**src/include/ame_regs.svh**
```systemverilog
// Timing counts and field constants for the alternate mode entry policy.
`ifndef AME_REGS_SVH
`define AME_REGS_SVH
`define AME_CLK_HZ 40000000
`define AME_TIMEOUT_MS 1000
`define AME_TIMEOUT_CYC ((`AME_TIMEOUT_MS) * (`AME_CLK_HZ / 1000))
`define AME_BUSY_WAIT_US 10
`define AME_BUSY_WAIT_CYC ((`AME_BUSY_WAIT_US) * (`AME_CLK_HZ / 1000000))
`define AME_SAFE_NS 1000
`define AME_SAFE_CYC (((`AME_SAFE_NS) * (`AME_CLK_HZ / 1000000) + 999) / 1000)
`define AME_MODE_W 3
`endif

```
**src/include/ame_pkg.sv**
```systemverilog
// Types shared by both ends of the alternate mode entry policy.
package ame_pkg;
  typedef enum logic [2:0] {
    AME_CMD_DISCOVER = 3'h0,
    AME_CMD_ENTER = 3'h1,
    AME_CMD_EXIT = 3'h2,
    AME_CMD_POWER = 3'h3
  } ame_cmd_t;
  typedef enum logic [1:0] {
    AME_RSP_ACK = 2'h0,
    AME_RSP_BUSY = 2'h1,
    AME_RSP_NAK = 2'h2
  } ame_rsp_t;
endpackage : ame_pkg

```
**src/include/ame_link_if.sv**
```systemverilog
// Structured message link between the requesting end and the device end.
interface ame_link_if;
  logic req_valid;
  ame_pkg::ame_cmd_t req_cmd;
  logic [2:0] req_mode;
  logic rsp_valid;
  ame_pkg::ame_rsp_t rsp_code;
  logic contract_ok;
  logic power_busy;
  modport host (output req_valid, output req_cmd, output req_mode,
    input rsp_valid, input rsp_code, output contract_ok,
    output power_busy);
  modport device (input req_valid, input req_cmd, input req_mode,
    output rsp_valid, output rsp_code, input contract_ok,
    input power_busy);
endinterface : ame_link_if

```
**src/rtl/ame_safe_seq.sv**
```systemverilog
// Sequencer that parks lanes in the safe state around each mode change.
module ame_safe_seq #(
  parameter int SAFE_CYC = 1
) (
  // Clock and reset.
  input wire logic sys_clk,
  input wire logic sys_rst,
  // Switch request and completion.
  input wire logic start,
  output logic done,
  output logic lanes_safe
);
  logic [7:0] cnt_q;
  logic busy_q;
  // Holds the lanes safe for SAFE_CYC cycles, then reports done.
  always_ff @(posedge sys_clk) begin
    if (sys_rst) begin
      busy_q <= 1'b0;
      cnt_q <= 8'h00;
      done <= 1'b0;
    end else begin
      done <= 1'b0;
      if (start && !busy_q) begin
        busy_q <= 1'b1;
        cnt_q <= 8'(SAFE_CYC);
      end else if (busy_q) begin
        if (cnt_q <= 8'h01) begin
          busy_q <= 1'b0;
          done <= 1'b1;
        end else begin
          cnt_q <= cnt_q - 8'h01;
        end
      end
    end
  end
  assign lanes_safe = busy_q;
endmodule : ame_safe_seq

```
**src/rtl/ame_device_end.sv**
```systemverilog
// Device end: answers structured requests and runs the entry timeout.
`include "ame_regs.svh"
// Summary of operation
// - Always present at least a basic USB interface (usb2_en is dropped when charger_only is set).
// - Modes change only through structured messages.
// - Billboard identifies device lacking equivalent function.
// - Modes only over direct links, never hubs.
// - Expander presents basic USB downstream.
// - Only structured commands change pin functions.
// - Hold requests during power negotiation.
// - One answer: ACK, BUSY or NAK.
// - Several modes may be active together.
// - No requests before explicit contract.
// - Finish mode switch, then send ACK.
// - Billboard after entry timeout without mode.
// - Defer billboard until tunnelling discovery ends.
// - Billboard optional when one mode suffices.
// - Late entry: ACK and withdraw billboard.
// - Data pair stays routed unless remapping.
// - Remapping design presents billboard after timeout.
// - High impedance before entry; alternate after ACK.
// - Lanes safe before any entry or exit.
module ame_device_end #(
  parameter int TIMEOUT_CYC = `AME_TIMEOUT_CYC,
  parameter int SAFE_CYC = `AME_SAFE_CYC,
  parameter int MODES = 8
) (
  // Clock and reset.
  input wire logic sys_clk,
  input wire logic sys_rst,
  // Link toward the requesting end.
  ame_link_if.device link,
  // Attach and configuration.
  input wire logic attached,
  input wire logic direct_link,
  input wire logic [MODES-1:0] modes_supported,
  input wire logic [MODES-1:0] modes_ready,
  input wire logic has_usb_equiv,
  input wire logic one_mode_ok,
  input wire logic tunnel_pending,
  input wire logic remap_app,
  input wire logic is_expander,
  input wire logic charger_only,
  // Status outputs.
  output logic [MODES-1:0] modes_active,
  output logic billboard_en,
  output logic usb2_en,
  output logic ds_usb2_en,
  output logic dpair_to_host,
  output logic lanes_safe,
  output logic timeout_flag
);
  typedef enum logic [1:0] {D_IDLE, D_SWITCH, D_ANSWER} ame_dst_t;
  ame_dst_t st_q;
  logic [31:0] tmo_q;
  logic tmo_q_hit;
  logic [MODES-1:0] act_q;
  logic [2:0] mode_q;
  logic enter_q;
  ame_pkg::ame_rsp_t rsp_q;
  logic rsp_v_q;
  logic sw_start, sw_done;

  // Request is accepted only when every precondition holds.
  wire logic legal = link.contract_ok && !link.power_busy &&
    direct_link;
  wire logic mode_ok = modes_supported[link.req_mode] &&
    (link.req_cmd != ame_pkg::AME_CMD_POWER);
  wire logic any_active = |act_q;
  ame_safe_seq #(.SAFE_CYC(SAFE_CYC)) u_safe (
    .sys_clk(sys_clk),
    .sys_rst(sys_rst),
    .start(sw_start),
    .done(sw_done),
    .lanes_safe(lanes_safe)
  );
  // Start is dropped in the cycle done shows, so the lanes are not re-parked.
  assign sw_start = (st_q == D_SWITCH) && !sw_done;

  // Entry timeout counter, restarted at attach, stopped by entry.
  always_ff @(posedge sys_clk) begin
    if (sys_rst || !attached) begin
      tmo_q <= 32'h00000000;
      tmo_q_hit <= 1'b0;
    end else if (any_active) begin
      tmo_q <= 32'h00000000;
    end else if (tmo_q >= 32'(TIMEOUT_CYC)) begin
      tmo_q_hit <= 1'b1;
    end else begin
      tmo_q <= tmo_q + 32'h00000001;
    end
  end

  // Request handling: switch first, then answer once.
  always_ff @(posedge sys_clk) begin
    if (sys_rst) begin
      st_q <= D_IDLE;
      act_q <= '0;
      mode_q <= 3'h0;
      enter_q <= 1'b0;
      rsp_q <= ame_pkg::AME_RSP_ACK;
      rsp_v_q <= 1'b0;
    end else begin
      rsp_v_q <= 1'b0;
      unique case (st_q)
        D_IDLE: begin
          if (link.req_valid) begin
            mode_q <= link.req_mode;
            enter_q <= (link.req_cmd == ame_pkg::AME_CMD_ENTER);
            if (!legal || !mode_ok) begin
              rsp_q <= ame_pkg::AME_RSP_NAK;
              st_q <= D_ANSWER;
            end else if (link.req_cmd == ame_pkg::AME_CMD_DISCOVER) begin
              rsp_q <= ame_pkg::AME_RSP_ACK;
              st_q <= D_ANSWER;
            end else if (!modes_ready[link.req_mode]) begin
              rsp_q <= ame_pkg::AME_RSP_BUSY;
              st_q <= D_ANSWER;
            end else begin
              rsp_q <= ame_pkg::AME_RSP_ACK;
              st_q <= D_SWITCH;
            end
          end
        end
        D_SWITCH: begin
          if (sw_done) begin
            act_q[mode_q] <= enter_q; // Switch done before ACK.
            st_q <= D_ANSWER;
          end
        end
        D_ANSWER: begin
          rsp_v_q <= 1'b1;
          st_q <= D_IDLE;
        end
      endcase
    end
  end

  assign link.rsp_valid = rsp_v_q;
  assign link.rsp_code = rsp_q;
  assign modes_active = act_q;
  assign timeout_flag = tmo_q_hit;
  // Basic USB always on except for plain chargers.
  assign usb2_en = !charger_only;
  assign ds_usb2_en = is_expander;
  // Data pair leaves the host controller only for an active remap.
  assign dpair_to_host = !(remap_app && any_active);
  // Billboard: after timeout, withdrawn once a mode is entered.
  assign billboard_en = attached && !any_active && !tunnel_pending &&
    tmo_q_hit && (!has_usb_equiv || remap_app) &&
    !(one_mode_ok && has_usb_equiv);
endmodule : ame_device_end

```
**src/flat_wrapper.sv**
```systemverilog
// flat-port wrapper written by rule: the top's interface ports become plain ports
module ame_device_end_flat 
#(
  parameter int TIMEOUT_CYC = `AME_TIMEOUT_CYC,
  parameter int SAFE_CYC = `AME_SAFE_CYC,
  parameter int MODES = 8
)
  (sys_clk, sys_rst, attached, direct_link, modes_supported, modes_ready, has_usb_equiv, one_mode_ok, tunnel_pending, remap_app, is_expander, charger_only, modes_active, billboard_en, usb2_en, ds_usb2_en, dpair_to_host, lanes_safe, timeout_flag, link_req_valid, link_req_cmd, link_req_mode, link_rsp_valid, link_rsp_code, link_contract_ok, link_power_busy);
  ame_link_if link_i ();
  input wire logic sys_clk;
  input wire logic sys_rst;
  input wire logic attached;
  input wire logic direct_link;
  input wire logic [MODES-1:0] modes_supported;
  input wire logic [MODES-1:0] modes_ready;
  input wire logic has_usb_equiv;
  input wire logic one_mode_ok;
  input wire logic tunnel_pending;
  input wire logic remap_app;
  input wire logic is_expander;
  input wire logic charger_only;
  output logic [MODES-1:0] modes_active;
  output logic billboard_en;
  output logic usb2_en;
  output logic ds_usb2_en;
  output logic dpair_to_host;
  output logic lanes_safe;
  output logic timeout_flag;
  input wire logic [$bits(link_i.req_valid)-1:0] link_req_valid;
  input wire logic [$bits(link_i.req_cmd)-1:0] link_req_cmd;
  input wire logic [$bits(link_i.req_mode)-1:0] link_req_mode;
  output wire logic [$bits(link_i.rsp_valid)-1:0] link_rsp_valid;
  output wire logic [$bits(link_i.rsp_code)-1:0] link_rsp_code;
  input wire logic [$bits(link_i.contract_ok)-1:0] link_contract_ok;
  input wire logic [$bits(link_i.power_busy)-1:0] link_power_busy;
  assign link_i.req_valid = link_req_valid;
  assign link_i.req_cmd = link_req_cmd;
  assign link_i.req_mode = link_req_mode;
  assign link_rsp_valid = link_i.rsp_valid;
  assign link_rsp_code = link_i.rsp_code;
  assign link_i.contract_ok = link_contract_ok;
  assign link_i.power_busy = link_power_busy;
  ame_device_end #(.TIMEOUT_CYC(TIMEOUT_CYC), .SAFE_CYC(SAFE_CYC), .MODES(MODES)) u_core (.sys_clk(sys_clk), .sys_rst(sys_rst), .link(link_i), .attached(attached), .direct_link(direct_link), .modes_supported(modes_supported), .modes_ready(modes_ready), .has_usb_equiv(has_usb_equiv), .one_mode_ok(one_mode_ok), .tunnel_pending(tunnel_pending), .remap_app(remap_app), .is_expander(is_expander), .charger_only(charger_only), .modes_active(modes_active), .billboard_en(billboard_en), .usb2_en(usb2_en), .ds_usb2_en(ds_usb2_en), .dpair_to_host(dpair_to_host), .lanes_safe(lanes_safe), .timeout_flag(timeout_flag));
endmodule
```
**config.mk**
```make
export PLATFORM = sky130hd
export DESIGN_NAME = ame_device_end_flat
export DESIGN_NICKNAME = d
export VERILOG_FILES = /design/src/include/ame_pkg.sv /design/src/include/ame_link_if.sv /design/src/rtl/ame_safe_seq.sv /design/src/rtl/ame_device_end.sv /design/src/flat_wrapper.sv
export VERILOG_INCLUDE_DIRS = /design/src /design/src/include
export SDC_FILE = /design/constraint.sdc
export NUM_CORES = 1
export LEC_CHECK = 0
export BUFFER_PORTS_ARGS = -buffer_cell sky130_fd_sc_hd__buf_2
export CORE_ASPECT_RATIO = 1.1
export CORE_MARGIN = 10
export CORE_UTILIZATION = 41
export CTS_CLUSTER_DIAMETER = 50
export CTS_CLUSTER_SIZE = 8
export DETAILED_ROUTE_END_ITERATION = 8
export SYNTH_ARGS = -nofsm -noshare
export SYNTH_HDL_FRONTEND = slang
export SYNTH_SLANG_ARGS = --single-unit
```
**constraint.sdc**
```tcl
create_clock -name sys_clk -period 5.9 [get_ports sys_clk]
set_input_delay 0 -clock sys_clk [delete_from_list [all_inputs] [get_ports sys_clk]]
set_output_delay 0 -clock sys_clk [all_outputs]
set_load 0.05 [all_outputs]
```
==> flow_summary.toml <==
[clock_tree]
clk-insertion-delay-late_ns = 0.34
post-cts-setup-buffers = 0
htreeDepth = 3
cts_buffer_depth = 2
clk_pin_slew_ns = 0.08
cts_buffers = 9
cts_root_buffer = "clkbuf_8"
hold_buffers = 5
cts_sinks = 60
tritoncts = "yes"
ctsResizeCount = 0

[synth]
synth_compound_area_share_pct = 18.8
synth-seq-cells = 60
muxShareOfSynthArea_pct = 3.96
postSynth.asyncResetShare_pct = 0
synth_top_area_cell = "dfxtp_1"
synth_top_area_share_pct = 40.4
synth_top_family_by_area = "simple AND/OR/NAND/NOR gates"
synth_area_leaders = "dfxtp_1 40%, a21oi_1 7.1%, nand2_1 4.2%"
synth_nets = 395
yosys_warnings = 0
synthCells = 353
synth_cell_types = 57
synth_area_um2 = 2970
synth_ff_type = "dfxtp_1"
ys_seq_area_share_pct = 40.4
synth_fa_ha_area_share_pct = 2.95
synthXorXnorAreaFrac_pct = 2.36
syn_area_per_cell_um2 = 8.41
synthSimpleGateAreaFrac_pct = 27.0
synth-edff-count = 0

[worst_hold_path]
hold_class = "in2out"

[timing]
period_minus_slack_ns = 2.29
rsz0062_at_grt = "no"
tightest_slew_ns = 0.875
worst_slack_ns = 3.61
maxSlewViolCount = 0
fmax_mhz = 437
tns_ns = 0
final-hold-violation-count = 0
setup_viol = 0
finalCritPeriodShare_pct = 38.8
max-slew-margin-rel_pct = 41.1
fin_skew_ns = 0.0109

[pwr]
peakVddDrop_uv = 129
power.total_mw = 0.865
p_leak_nw = 1.30
power.density_nw_per_um2 = 246

[floorplan]
die_w_um = 101
start_util_pct = 42.2
core_area_um2 = 7050
dieArea_um2 = 11100
row_count = 32
die_h_um = 109
ios = 52

[worst_setup_path]
crit_path_end_kind = "flip-flop"
cp_top_family = "simple AND/OR/NAND/NOR gates"
r2r_setup_slack_ns = 3.61
cp_slowest_cell = "or4_1"
crit_chain = "inv_1, ha_1, or2_2, a31oi_2, nand3_1, or4_1, a21oi_1"
cp.arrival_ns = 2.57
critPathMaxStageDelay_ns = 0.43
cp_num_buf_inv = 1
start_kind = "flip-flop"
cp_max_fo = 9
critPathRequiredTime_ns = 6.18
path_class = "reg2reg"

[placed_design]
finalWeightedCongestion = 0.799
post-place-ws_ns = 3.63
dpl.cell_count = 475
hpwlAfterDp_um = 4880
io_buffer_count = 49

[global_routing]
grtUsageMet2_pct = 20.9
grt_antenna_before_repair = 0
grt_util_met3_pct = 4.30
grt_use_met1_pct = 15.1
grt_pass1_vias = 2623
grt_overflow_total = 0
grt_pass1_wl_um = 11700
grt_max_degree = 27
grt.total_usage_pct = 12.8
busiest_layer = "met2"

[detailed_routing]
wl_um = 6730
route.antenna.remaining_nets = 0
vias_per_cell = 5.41
drc = 0
initialDrtViolationCount = 123
firstDrtPassIters = 7
vias = 2683
wl_per_cell_um = 13.6

[finish]
drive_gt1_share_pct = 20.7
diodes = 0
area_growth_pct = 18.5
final_cell_count_no_fill = 496
nNetsFinal = 448
utilization_pct = 49.9

[flow_run]
maxCapViolations = 0

[run_status]
status = "complete, no violations"
worst paths after layout:
kind,endpoint,startpoint,depth (start not counted)
worst max-delay path,u_core.u_safe.cnt_q[7],u_core.u_safe.cnt_q[0],7
worst max register to register,u_core.u_safe.cnt_q[7],u_core.u_safe.cnt_q[0],7
worst min-delay path,ds_usb2_en,is_expander,0
worst min register to register,u_core.link.rsp_code[0],u_core.link.rsp_code[0],2
flip-flops by register name (all words and copies together), names as in the netlist:
register and count:
u_core.modes_active 8, u_core.enter_q 1, u_core.tmo_q 32, u_core.mode_q 3
u_core.u_safe.cnt_q 8, u_core.st_q 2, u_core.u_safe.done 1, u_core.timeout_flag 1
u_core.link.rsp_valid 1, u_core.u_safe.lanes_safe 1, u_core.link.rsp_code 2
cell usage after synthesis (2+ instances only):
cell type and n:
nand2b_1 6, a21oi_1 42, nor4b_1 2, mux2_2 2
xor2_1 5, and3_1 2, o21ai_0 23, clkbuf_1 9
nor2_1 23, o2111ai_1 2, nor3_1 8, buf_6 2
nor4_1 4, nand3_1 18, dfxtp_1 60, mux4_2 2
nand4_1 2, or3_1 14, or4_1 8, inv_1 16
xnor2_1 3, or2_2 2, nand2_1 33, nand3b_1 3
ha_1 7, a211oi_1 3, o31ai_1 9, and2_1 7
mux2i_1 5, or3_2 4
placed cells by master (no fill, tap or decap), types with 6 or more instances in the layout:
cell | synthesis | layout
dfxtp_1 | 60 | 60
buf_2 | 1 | 49
a21oi_1 | 42 | 42
nand2_1 | 33 | 33
o21ai_0 | 23 | 23
nor2_1 | 23 | 23
nand3_1 | 18 | 18
inv_1 | 16 | 16
or3_1 | 14 | 14
o31ai_1 | 9 | 9
clkbuf_8 | 0 | 9
or4_1 | 8 | 8
nor3_1 | 8 | 8
and2_1 | 7 | 7
ha_1 | 7 | 7
nand2b_1 | 6 | 6
through the flow:
stage | instance area [µm²] | hold WS (ns)
after global placement | 3260 | 0.000589
after global routing | 3520 | 0.0000772
final | 3520 | 0.0000220
after floorplan | 2970 | 0.0716
after detailed placement | 3260 | 0.000589
after CTS | 3520 | 0.000589
cell families after synthesis:
logic type,after synthesis
compound gates,93
xor+xnor,8
fa+ha+maj,7
buf+inv,30
flops,60
mux,9
simple gates,146
layout make-up:
class | count | area, µm²
well taps | 85 | 106
flip-flops and latches | 60 | 1200
fillers | 693 | 3530
multi-input cells | 263 | 1640
repair buffers | 56 | 310
clock inverters | 7 | 82.6
clock buffers | 9 | 124
inverters | 16 | 60.1
where the power goes:
group | leakage (nW) | switching, mW | internal (mW)
Combinational | 0.710 | 0.0353 | 0.0271
Sequential | 0.485 | 0.00476 | 0.410
Clock | 0.105 | 0.187 | 0.202
layer usage:
metal  up-vias  wire [µm]
met3         6        344
met2        59       3110
met4         0         80
met5         -          0
li1       1386          -
met1      1232       3200
No activity file was read; power rests on OpenSTA's default activity.
